`src/verilog/csl_defs.svh`:
```
// register map, field positions, reset values and codes of the status logic
`ifndef CSL_DEFS_SVH
`define CSL_DEFS_SVH

`define CSL_ADDR_W 8
`define CSL_CTRL_OFS 8'h00
`define CSL_STATUS_OFS 8'h04
`define CSL_IRQ_STAT_OFS 8'h08
`define CSL_IRQ_MASK_OFS 8'h0c

`define CSL_CTRL_INIT_BIT 0
`define CSL_CTRL_SIE_BIT 2
`define CSL_CTRL_RESET 3'h1

`define CSL_STS_RX_SUCCESS_FLAG_BIT 4
`define CSL_STS_TX_SUCCESS_FLAG_BIT 3
`define CSL_STS_LEC_HI 2
`define CSL_STS_LEC_LO 0

`define CSL_IRQ_STS_BIT 0
`define CSL_IRQ_ARB_BIT 1
`define CSL_IRQ_REC_BIT 2
`define CSL_IRQ_W 3

`define CSL_LEC_NONE 3'h0
`define CSL_LEC_STUFF 3'h1
`define CSL_LEC_FORM 3'h2
`define CSL_LEC_ACK 3'h3
`define CSL_LEC_BIT1 3'h4
`define CSL_LEC_BIT0 3'h5
`define CSL_LEC_CRC 3'h6
`define CSL_LEC_NOEVT 3'h7

`define CSL_STUFF_LIMIT 5
`define CSL_IDLE_BITS 11
`define CSL_IDLE_RUNS 129

`endif

```
`src/verilog/csl_pkg.sv`:
```
// types shared by the status and error-code logic
`default_nettype none
package csl_pkg;

  typedef struct packed {
    logic rx_ok;
    logic tx_done;
    logic ack_seen;
    logic form_err;
    logic crc_err;
  } csl_frame_evt_t;

  typedef struct packed {
    logic bit_tick;
    logic tx_active;
    logic in_arb;
    logic stuff_region;
    logic tx_bit;
    logic rx_bit;
  } csl_bit_t;

  typedef enum logic [1:0] {
    CSL_REC_IDLE,
    CSL_REC_WAIT,
    CSL_REC_COUNT
  } csl_rec_state_t;

endpackage

`default_nettype wire

```
`src/verilog/csl_status.sv`:
```
// status flags, last error code, bus-off recovery monitor and register port
//
// Our own choices: the address-and-strobe port and the register offsets.
`timescale 1ns/1ps
`include "csl_defs.svh"
`default_nettype none

module csl_status
  import csl_pkg::*;
(
  input wire logic clk,
  input wire logic rst_b,
  input wire logic [`CSL_ADDR_W-1:0] addr,
  input wire logic [31:0] wr_data,
  input wire logic wr_en,
  input wire logic rd_en,
  output logic [31:0] rd_data,
  input wire csl_frame_evt_t frame_evt,
  input wire csl_bit_t bit_in,
  input wire logic bus_off,
  output logic arb_lost,
  output logic err_cnt_reset,
  output logic recovering,
  output logic init_mode,
  output logic irq
);

  // highest code wins when several errors land in one cycle
  function automatic logic [2:0] lec_pick(input logic [6:0] hit);
    logic [2:0] c;
    c = `CSL_LEC_NONE;
    if (hit[0])
      c = `CSL_LEC_STUFF;
    if (hit[1])
      c = `CSL_LEC_FORM;
    if (hit[2])
      c = `CSL_LEC_ACK;
    if (hit[3])
      c = `CSL_LEC_BIT1;
    if (hit[4] || hit[5])
      c = `CSL_LEC_BIT0;
    if (hit[6])
      c = `CSL_LEC_CRC;
    return c;
  endfunction

  logic rx_ok_r;
  logic tx_ok_r;
  logic [2:0] lec_r;
  logic init_r;
  logic sie_r;
  logic [`CSL_IRQ_W-1:0] irq_stat_r;
  logic [`CSL_IRQ_W-1:0] irq_mask_r;
  logic [2:0] stuff_run_r;
  logic last_rx_r;
  logic [3:0] high_run_r;
  logic [7:0] idle_runs_r;
  logic bus_off_d_r;
  csl_rec_state_t rec_state_r;

  logic wr_ctrl;
  logic wr_sts;
  logic wr_istat;
  logic wr_imask;
  logic rd_sts;
  logic mismatch;
  logic bit1_err;
  logic bit0_err;
  logic stuff_err;
  logic idle_seen;
  logic idle_post;
  logic rec_done;
  logic rx_set;
  logic tx_set;
  logic ok_clear;
  logic [6:0] err_hit;
  logic lec_bus_v;
  logic [2:0] lec_bus;
  logic sts_chg;
  logic rx_ok_nxt;
  logic tx_ok_nxt;
  logic [2:0] lec_nxt;
  logic [`CSL_IRQ_W-1:0] irq_set;
  logic [`CSL_IRQ_W-1:0] irq_stat_nxt;

  assign wr_ctrl = wr_en && (addr == `CSL_CTRL_OFS);
  assign wr_sts = wr_en && (addr == `CSL_STATUS_OFS);
  assign wr_istat = wr_en && (addr == `CSL_IRQ_STAT_OFS);
  assign wr_imask = wr_en && (addr == `CSL_IRQ_MASK_OFS);
  assign rd_sts = rd_en && (addr == `CSL_STATUS_OFS);

  // own bit versus sampled bus level while transmitting
  assign mismatch = bit_in.bit_tick && bit_in.tx_active && (bit_in.tx_bit != bit_in.rx_bit);
  assign bit1_err = mismatch && !bit_in.in_arb && bit_in.tx_bit;
  assign bit0_err = mismatch && !bit_in.in_arb && !bit_in.tx_bit;

  // sixth equal bit in a row inside the stuffed region
  assign stuff_err = bit_in.bit_tick && bit_in.stuff_region && (bit_in.rx_bit == last_rx_r)
    && (stuff_run_r == 3'(`CSL_STUFF_LIMIT));

  assign idle_seen = bit_in.bit_tick && bit_in.rx_bit
    && (high_run_r == 4'(`CSL_IDLE_BITS - 1));
  assign idle_post = (rec_state_r == CSL_REC_COUNT) && idle_seen;
  assign rec_done = idle_post && (idle_runs_r == 8'(`CSL_IDLE_RUNS - 1));

  assign rx_set = frame_evt.rx_ok;
  assign tx_set = frame_evt.tx_done && frame_evt.ack_seen;
  assign ok_clear = rx_set || tx_set;

  assign err_hit = {frame_evt.crc_err,
                    idle_post,
                    bit0_err,
                    bit1_err,
                    frame_evt.tx_done && !frame_evt.ack_seen,
                    frame_evt.form_err,
                    stuff_err};
  // hardware codes stop at crc, so code seven only ever comes from a write
  assign lec_bus_v = (|err_hit) || ok_clear;
  assign lec_bus = lec_pick(err_hit);

  // bus value first, cpu write second
  assign rx_ok_nxt = rx_set ? 1'b1 : (wr_sts ? wr_data[`CSL_STS_RX_SUCCESS_FLAG_BIT] : rx_ok_r);
  assign tx_ok_nxt = tx_set ? 1'b1 : (wr_sts ? wr_data[`CSL_STS_TX_SUCCESS_FLAG_BIT] : tx_ok_r);
  assign lec_nxt = lec_bus_v ? lec_bus
    : (wr_sts ? wr_data[`CSL_STS_LEC_HI:`CSL_STS_LEC_LO] : lec_r);

  // only bus-caused differences count, so cpu writes stay silent
  assign sts_chg = (rx_set && !rx_ok_r) || (tx_set && !tx_ok_r)
    || (lec_bus_v && (lec_bus != lec_r));

  assign irq_set = {rec_done, mismatch && bit_in.in_arb, sts_chg && sie_r};
  always_comb
  begin
    irq_stat_nxt = irq_stat_r;
    if (wr_istat)
      irq_stat_nxt = irq_stat_nxt & ~wr_data[`CSL_IRQ_W-1:0];
    if (rd_sts)
      irq_stat_nxt[`CSL_IRQ_STS_BIT] = 1'b0;
    irq_stat_nxt = irq_stat_nxt | irq_set;
  end

  always_ff @(posedge clk or negedge rst_b)
  begin
    if (!rst_b)
    begin
      rx_ok_r <= 1'b0;
      tx_ok_r <= 1'b0;
      lec_r <= `CSL_LEC_NONE;
    end
    else
    begin
      rx_ok_r <= rx_ok_nxt;
      tx_ok_r <= tx_ok_nxt;
      lec_r <= lec_nxt;
    end
  end

  // control bits; going bus-off forces init
  always_ff @(posedge clk or negedge rst_b)
  begin
    if (!rst_b)
    begin
      init_r <= 1'(`CSL_CTRL_RESET);
      sie_r <= 1'b0;
      bus_off_d_r <= 1'b0;
    end
    else
    begin
      bus_off_d_r <= bus_off;
      if (bus_off && !bus_off_d_r)
        init_r <= 1'b1;
      else if (wr_ctrl)
        init_r <= wr_data[`CSL_CTRL_INIT_BIT];
      if (wr_ctrl)
        sie_r <= wr_data[`CSL_CTRL_SIE_BIT];
    end
  end

  // run length of equal received bits in the stuffed region
  always_ff @(posedge clk or negedge rst_b)
  begin
    if (!rst_b)
    begin
      stuff_run_r <= 3'h0;
      last_rx_r <= 1'b1;
    end
    else if (bit_in.bit_tick)
    begin
      last_rx_r <= bit_in.rx_bit;
      if (!bit_in.stuff_region || bit_in.rx_bit != last_rx_r)
        stuff_run_r <= 3'h1;
      else if (stuff_run_r != 3'(`CSL_STUFF_LIMIT))
        stuff_run_r <= stuff_run_r + 3'h1;
      else
        stuff_run_r <= 3'h1;
    end
  end

  // eleven high bits form one idle run; a low bit restarts it
  always_ff @(posedge clk or negedge rst_b)
  begin
    if (!rst_b)
      high_run_r <= 4'h0;
    else if (bit_in.bit_tick)
    begin
      if (!bit_in.rx_bit || idle_seen)
        high_run_r <= 4'h0;
      else
        high_run_r <= high_run_r + 4'h1;
    end
  end

  // recovery cannot be cut short by toggling init once counting started
  always_ff @(posedge clk or negedge rst_b)
  begin
    if (!rst_b)
    begin
      rec_state_r <= CSL_REC_IDLE;
      idle_runs_r <= 8'h00;
      err_cnt_reset <= 1'b0;
    end
    else
    begin
      err_cnt_reset <= rec_done;
      case (rec_state_r)
        CSL_REC_IDLE:
        begin
          idle_runs_r <= 8'h00;
          if (bus_off)
            rec_state_r <= CSL_REC_WAIT;
        end
        CSL_REC_WAIT:
        begin
          idle_runs_r <= 8'h00;
          if (!init_r)
            rec_state_r <= CSL_REC_COUNT;
        end
        CSL_REC_COUNT:
        begin
          if (rec_done)
            rec_state_r <= CSL_REC_IDLE;
          else if (idle_post)
            idle_runs_r <= idle_runs_r + 8'h01;
        end
        default:
          rec_state_r <= CSL_REC_IDLE;
      endcase
    end
  end

  always_ff @(posedge clk or negedge rst_b)
  begin
    if (!rst_b)
    begin
      irq_stat_r <= '0;
      irq_mask_r <= '0;
      irq <= 1'b0;
      arb_lost <= 1'b0;
    end
    else
    begin
      irq_stat_r <= irq_stat_nxt;
      if (wr_imask)
        irq_mask_r <= wr_data[`CSL_IRQ_W-1:0];
      irq <= |(irq_stat_nxt & (wr_imask ? wr_data[`CSL_IRQ_W-1:0] : irq_mask_r));
      arb_lost <= mismatch && bit_in.in_arb;
    end
  end

  always_ff @(posedge clk or negedge rst_b)
  begin
    if (!rst_b)
    begin
      recovering <= 1'b0;
      init_mode <= 1'b1;
    end
    else
    begin
      recovering <= (rec_state_r != CSL_REC_IDLE);
      init_mode <= init_r;
    end
  end

  // read data valid in the cycle after the strobe, zero otherwise
  always_ff @(posedge clk or negedge rst_b)
  begin
    if (!rst_b)
      rd_data <= 32'h0000_0000;
    else if (!rd_en)
      rd_data <= 32'h0000_0000;
    else
    begin
      case (addr)
        `CSL_CTRL_OFS:
          rd_data <= {29'h0, sie_r, 1'b0, init_r};
        `CSL_STATUS_OFS:
          rd_data <= {27'h0, rx_ok_r, tx_ok_r, lec_r};
        `CSL_IRQ_STAT_OFS:
          rd_data <= {29'h0, irq_stat_r};
        `CSL_IRQ_MASK_OFS:
          rd_data <= {29'h0, irq_mask_r};
        default:
          rd_data <= 32'h0000_0000;
      endcase
    end
  end

endmodule

`default_nettype wire

```
`config.mk`:
```
export PLATFORM = sky130hd
export DESIGN_NAME = csl_status
export DESIGN_NICKNAME = d
export VERILOG_FILES = /design/src/verilog/csl_pkg.sv /design/src/verilog/csl_status.sv
export VERILOG_INCLUDE_DIRS = /design/src /design/src/verilog
export SDC_FILE = /design/constraint.sdc
export NUM_CORES = 1
export LEC_CHECK = 0
export BUFFER_PORTS_ARGS = -buffer_cell sky130_fd_sc_hd__buf_4
export CAP_MARGIN = 20
export CORE_ASPECT_RATIO = 1.4
export CORE_MARGIN = 10
export CORE_UTILIZATION = 42
export CTS_BUF_LIST = sky130_fd_sc_hd__clkbuf_4 sky130_fd_sc_hd__clkbuf_8
export CTS_CLUSTER_SIZE = 16
export DETAILED_ROUTE_END_ITERATION = 8
export PLACE_DENSITY = 0.7
export SKIP_LAST_GASP = 1
export SYNTH_ARGS = -nofsm -noshare
export SYNTH_HDL_FRONTEND = slang
export SYNTH_SLANG_ARGS = --single-unit
```
`constraint.sdc`:
```
create_clock -name clk -period 2.36 [get_ports clk]
set_input_delay 0.472 -clock clk [delete_from_list [all_inputs] [get_ports clk]]
set_output_delay 0.472 -clock clk [all_outputs]
set_load 0.01 [all_outputs]
```
# [Word level (Yosys, flattened, before mapping)]
# Cells that the tools add are included.
[classes] addsub=3 eq_ne=18 muxes=29 bitwise=4 reduce_logical=53
[op_table] op="two-way mux 3 bit" count=9
[op_table] op="logical AND 1 bit" count=25
[op_table] op="case mux 5 bit (4 select lines)" count=1
[op_table] op="equality test 8 x 4 -> 1 bit (second input constant)" count=2
[op_table] op="two-way mux 8 bit" count=2
[op_table] op="case mux 8 bit (2 select lines)" count=1
[op_table] op="nonzero test 2 bit" count=6
[op_table] op="two-way mux 2 bit" count=5
[op_table] op="!= test 2 bit (second input constant)" count=5
[op_table] op="adder 8 x 1 -> 8 bit (second input constant)" count=1
[op_table] op="equality test 8 x 3 -> 1 bit (second input constant)" count=1
[op_table] op="equality test 8 bit (second input constant)" count=1
[op_table] op="zero test 1 bit" count=8
[op_table] op="zero test 8 bit" count=1
[op_table] op="two-way mux 1 bit" count=8
[op_table] op="logical OR 1 bit" count=7
[op_table] op="OR reduction 7 bit" count=1
[op_table] op="AND 3 bit" count=2
[op_table] op="case mux 2 bit (3 select lines)" count=1
[op_table] op="AND reduction 3 bit" count=2
[op_table] op="two-way mux 5 bit" count=1
[op_table] op="adder 4 x 1 -> 4 bit (second input constant)" count=1
[op_table] op="equality test 4 bit (second input constant)" count=1
[op_table] op="two-way mux 4 bit" count=1
[op_table] op="other kinds (13)" count=14
[totals] register_bits=69 inputBits=56 out_inout_bits=37

# [Logic depth before layout (Yosys ltp)]
[depth] depth_word=16 mapped_depth=8 ltp_nobuf=8

# [Least setup slack after synthesis]
# OpenSTA, ideal clock, no wires.
[synth_path] path_type="input port to flip-flop" from="in bit_in[0] in the netlist's numbering" to="reg irq" setup_time_ns=0.141 arrival_ns=1.887 t_required_ns=2.219 slack_ns=0.332 path_stages=7 n_path_buf=1 cell_sequence="buf_6 -> xnor2_2 -> nand3_1 -> or3_1 -> and3_2 -> a2111oi_2 -> o311ai_1"
[synth_between] elab_chain_cells=16
[synth_lines] item="start: declaration" line="csl_status.sv:19" rtl="input wire csl_bit_t bit_in,"
[synth_lines] item="equality test 1 bit" line="csl_status.sv:98" rtl="assign stuff_err = bit_in.bit_tick && bit_in.stuff_region && (bit_in.rx_bit == last_rx_r)"
[synth_lines] item="logical AND 1 bit (2 in series)" line="csl_status.sv:98"
[synth_lines] item="two-way mux 1 bit" line="csl_status.sv:32" rtl="if (hit[0])"
[synth_lines] item="two-way mux 2 bit" line="csl_status.sv:34" rtl="if (hit[1])"
[synth_lines] item="two-way mux 2 bit" line="csl_status.sv:36" rtl="if (hit[2])"
[synth_lines] item="two-way mux 3 bit" line="csl_status.sv:38" rtl="if (hit[3])"
[synth_lines] item="two-way mux 3 bit" line="csl_status.sv:40" rtl="if (hit[4] || hit[5])"
[synth_lines] item="two-way mux 3 bit" line="csl_status.sv:42" rtl="if (hit[6])"
[synth_lines] item="!= test 3 bit" line="csl_status.sv:129" rtl="|| (lec_bus_v && (lec_bus != lec_r));"
[synth_lines] item="logical AND 1 bit" line="csl_status.sv:129"
[synth_lines] item="logical OR 1 bit" line="csl_status.sv:129"
[synth_lines] item="logical AND 1 bit" line="csl_status.sv:131" rtl="assign irq_set = {rec_done, mismatch && bit_in.in_arb, sts_chg && sie_r};"
[synth_lines] item="OR 3 bit (*)" line="csl_status.sv:139" rtl="irq_stat_nxt = irq_stat_nxt | irq_set;"
[synth_lines] item="AND 3 bit (*)" line="csl_status.sv:265" rtl="irq <= |(irq_stat_nxt & (wr_imask ? wr_data[`CSL_IRQ_W-1:0] : irq_mask_r));"
[synth_lines] item="OR reduction 3 bit (*)" line="csl_status.sv:265"
[synth_lines] item="end signal: assignment" line="csl_status.sv:265"
[synth_lines] item="end: declaration" line="csl_status.sv:25" rtl="output logic irq"
# Mark *: on every way between the ends. The rest lies on a longest branch, timed or not.
# A chain may end at the register's enable or synchronous reset.

# [Worst setup path after layout]
[layout_path] from="reg high_run_r[0]" to="reg irq"
[layout_between] elab_chain_cells=13
[layout_lines] item="start: declaration" line="csl_status.sv:56" rtl="logic [3:0] high_run_r;"
[layout_lines] item="start signal: assignment" line="csl_status.sv:209" rtl="high_run_r <= high_run_r + 4'h1;"
[layout_lines] item="equality test 4 bit (*)" line="csl_status.sv:102" rtl="&& (high_run_r == 4'(`CSL_IDLE_BITS - 1));"
[layout_lines] item="logical AND 1 bit (*)" line="csl_status.sv:101" rtl="assign idle_seen = bit_in.bit_tick && bit_in.rx_bit"
[layout_lines] item="logical AND 1 bit (*)" line="csl_status.sv:103" rtl="assign idle_post = (rec_state_r == CSL_REC_COUNT) && idle_seen;"
[layout_lines] item="logical OR 1 bit" line="csl_status.sv:40"
[layout_lines] item="two-way mux 3 bit" line="csl_status.sv:40"
[layout_lines] item="two-way mux 3 bit" line="csl_status.sv:42"
[layout_lines] item="!= test 3 bit" line="csl_status.sv:129"
[layout_lines] item="logical AND 1 bit" line="csl_status.sv:129"
[layout_lines] item="logical OR 1 bit" line="csl_status.sv:129"
[layout_lines] item="logical AND 1 bit" line="csl_status.sv:131"
[layout_lines] item="OR 3 bit (*)" line="csl_status.sv:139"
[layout_lines] item="AND 3 bit (*)" line="csl_status.sv:265"
[layout_lines] item="OR reduction 3 bit (*)" line="csl_status.sv:265"
# Marks and branches as above.

==> results by group <==
Critical path
  – Crit-path cells: inv_1, ha_1, nand3b_4, nor3_4, and4b_4, a311oi_2, a2111oi_2, o311ai_1
  – WS Path Type: reg2reg
  – Reg2reg start: high_run_r[0]$_DFFE_PN0P_
  – Worst Setup End Kind: register
  – CP startpoint kind: register
  – Worst Path Required: 2.54 ns
  – Crit-path slowest cell: dfrtp_1
  – Reg2reg end: irq$_DFF_PN0_
  – Reg2reg path depth: 8
  – Largest fanout on the critical path: 6
  – Crit path to: irq$_DFF_PN0_
  – CP peak stage delay: 0.41 ns
  – Critical Path Source: high_run_r[0]$_DFFE_PN0P_
  – WP data arrival: 2.37 ns
  – Flop-to-flop setup slack: 0.17 ns

Synth
  – Mux cell area share after synthesis: 7.797%
  – Complex-gate fraction of the synthesized area: 9.418%
  – Synth Area in Simple Gates: 23.04%
  – Mapped cell area: 2471 µm²
  – Area leader, netlist: dfrtp_1
  – Yosys cell types: 58
  – Synth top area share: 39.49%
  – Dominant cells by area after synthesis: dfrtp_1 (39%), buf_4 (8.5%), mux2i_1 (3.2%), dfstp_2 (3.2%), nand2_1 (2.7%)
  – Synth Register Bits: 42
  – Share of async-settable or async-resettable flops after synthesis: 100.0%
  – Synth warnings: 0
  – Main combinational cell family by area after synthesis: simple AND/OR/NAND/NOR gates
  – Adder-Cell Fraction of Synth Area: 2.025%
  – Number of synthesized flops with an enable pin: 0
  – Synth Area in XOR/XNOR: 3.443%
  – Post-Syn Instances: 243
  – Synth Flop Type: dfrtp_1
  – Syn avg cell area: 10.17 µm²
  – Seq/Total Area, Yosys: 42.68%

Route
  – Antenna Violating Nets Remaining: 0
  – WL/cell: 14.12 µm
  – Drt pass-1 iters: 4
  – Via count: 1778
  – 1st-iter DRT viols: 104
  – Total Wirelength: 5.026 mm
  – DR vias/cell: 4.994
  – Drt drc: 0

Clocking
  – Hold-fix buffers at CTS: 0
  – Root buffer cell: clkbuf_8
  – Clock-pin slew on the worst setup and hold paths: 0.09 ns
  – Clock Sink Count: 42
  – Num CTS Buffers: 5
  – Maximum buffer depth of the clock tree: 2
  – CTS tree: built
  – H-tree depth: 2
  – Clock Latency Late Sink: 0.30 ns

Status
  – Outcome: complete, no violations

Job
  – Max Cap Violations: 0

Worst hold path
  – Type of the most critical hold path: in2async

STA
  – Slew headroom: 64.29%
  – Fmax achieved: 457.2 MHz
  – Final Skew: 0.007861 ns
  – RSZ-0062 raised after global routing: false
  – Final hold vios: 0
  – Fin crit period: 2.187 ns
  – Final setup fails: 0
  – Period utilization: 92.67%
  – Max Slew Vio Count: 0
  – Setup TNS Final: 0 ns
  – Worst-Margin Slew: 0.5356 ns

GRT
  – Initial antenna violation count: 0
  – GRT Total Usage: 10.47%
  – Vias in the first global route: 1871
  – Global-route wire length before repair: 8.438 mm
  – Largest net degree at the start of global routing: 43
  – GR Overflow Total: 0

Die
  – Boundary pin count: 93
  – Starting Density: 42.75%
  – Horiz. Die Dim: 84.83 µm
  – Die Area: 9395 µm²
  – # rows: 33
  – Chip height: 110.8 µm
  – Core area: 5781 µm²

Placed design
  – Placer Congestion: 0.7468
  – Port Buffers: 38
  – DP HPWL: 4.023 mm

Final layout
  – Final Util: 48.87%
  – Layout cells sized above 1: 28.67%
  – Antenna cells: 0
  – Area delta synth->final: 14.33%
  – Fin nets: 345

Pwr
  – Maximum VDD drop: 0.2841 mV
  – Leak pwr: 1.403 nW
  – Pwr per Cell Area: 526.2 nW/µm²
synth_stat cells (all sizes together) (3+ instances only):
master	count
nand2b	5
and3	6
mux2i	8
dfrtp	39
mux2	6
a21oi	5
buf	31
and2	11
dfstp	3
nor2	16
nand3	8
ha	4
nand2	18
inv	10
nor2b	3
o21ai	12
nor3	5
xnor2	7
nand4	4
nor3b	3
or3	4
stage by stage:
step	instance area [µm²]	setup slack, ns	std cells	power, mW	hold WS [ns]
floorplan	2569	0.3323	269	0.9647	0.1764
global placement	2726	0.07724	348	1.011	0.3766
detailed placement	2726	0.07172	348	1.016	0.3969
CTS	2819	0.07380	356	1.500	0.1655
global route	2825	0.009453	356	1.562	0.1835
finish	2825	0.1730	356	1.487	0.1299
power breakdown:
| group | switching, mW | internal [mW] |
|---|---|---|
| logic | 0.120 | 0.0992 |
| clock network | 0.273 | 0.212 |
| registers | 0.0298 | 0.753 |
| total | 0.422 | 1.06 |
logic make-up after synthesis:
| group | Yosys count |
|---|---|
| and+or+nand+nor | 96 |
| buffers and inverters | 43 |
| DFF | 42 |
| AOI/OAI and AO/OA | 33 |
| muxes | 16 |
| xor gates and xnor gates | 8 |
| adders and majority gates | 4 |
| other | 1 |
worst max-delay path, delay by kind of cell, from the launching register on:
family,cells,cell delay [ns]
AOI/OAI and AO/OA,3,0.69
adders and majority gates,1,0.21
buffers and inverters,1,0.10
DFF,1,0.41
and+or+nand+nor,3,0.66
cell type report:
class                           instances  area [µm²]
Clock buffer                            5       68.82
Timing Repair Buffer                   42       315.3
Clock inverter                          3       23.77
Tap cell                               70       87.58
Fill cell                             566        2955
Multi-Input combinational cell        184        1237
Inverter                               10       37.54
Sequential cell                        42        1055
how the worst min path moves through the flow:
stage	from	end	slack [ns]	depth (start not counted)
2_1_floorplan	rst_b	arb_lost$_DFF_PN0_	0.18	0
3_3_place_gp	bus_off_d_r$_DFF_PN0_	init_r$_DFFE_PN1P_	0.38	1
3_5_place_dp	init_r$_DFFE_PN1P_	init_mode$_DFF_PN1_	0.40	0
4_1_cts	rst_b	idle_runs_r[0]$_DFFE_PN0P_	0.17	1
5_1_grt	rst_b	idle_runs_r[0]$_DFFE_PN0P_	0.18	1
6_report	rst_b	high_run_r[0]$_DFFE_PN0P_	0.13	1
flip-flops by register name, summed over array words and instances, names as in the netlist, 2 cells and up:
| register | cells |
|---|---|
| idle_runs_r | 8 |
| rd_data | 5 |
| high_run_r | 4 |
| irq_mask_r | 3 |
| irq_stat_r | 3 |
| lec_r | 3 |
| stuff_run_r | 3 |
| rec_state_r | 2 |
per-layer routing:
metal | share of wire [%] | vias to the layer above | global-route usage [%]
met5 | 0 | - | 0
met4 | 1.4 | 0 | 3.634
met3 | 6.9 | 6 | 3.235
met2 | 54 | 49 | 19.18
met1 | 38 | 854 | 10.74
li1 | - | 869 | -
cells in the final DEF, fill, tap and decap left out, types with 4 or more instances in the layout:
master    netlist  final
xnor2_1         5      5
mux2_2          6      6
nand3_1         8      8
conb_1          1     27
buf_4          28     42
ha_1            4      4
a21oi_1         5      5
inv_1          10     10
dfrtp_1        39     39
nand4_1         4      4
clkbuf_8        0      5
and2_1         10     10
and3_1          5      5
nand2_1        18     18
o21ai_0        12     12
nor2_1         16     16
nor3_1          4      4
nand2b_1        4      4
mux2i_1         8      8
what timing repair did:
item / in CTS / in global routing
hold endpoints to repair: 0 / 0
buffers inserted: 0 / 0
setup endpoints to repair: 0 / 1
resized for setup: 0 / 1
Note: power is estimated with default switching activity, not from simulation.
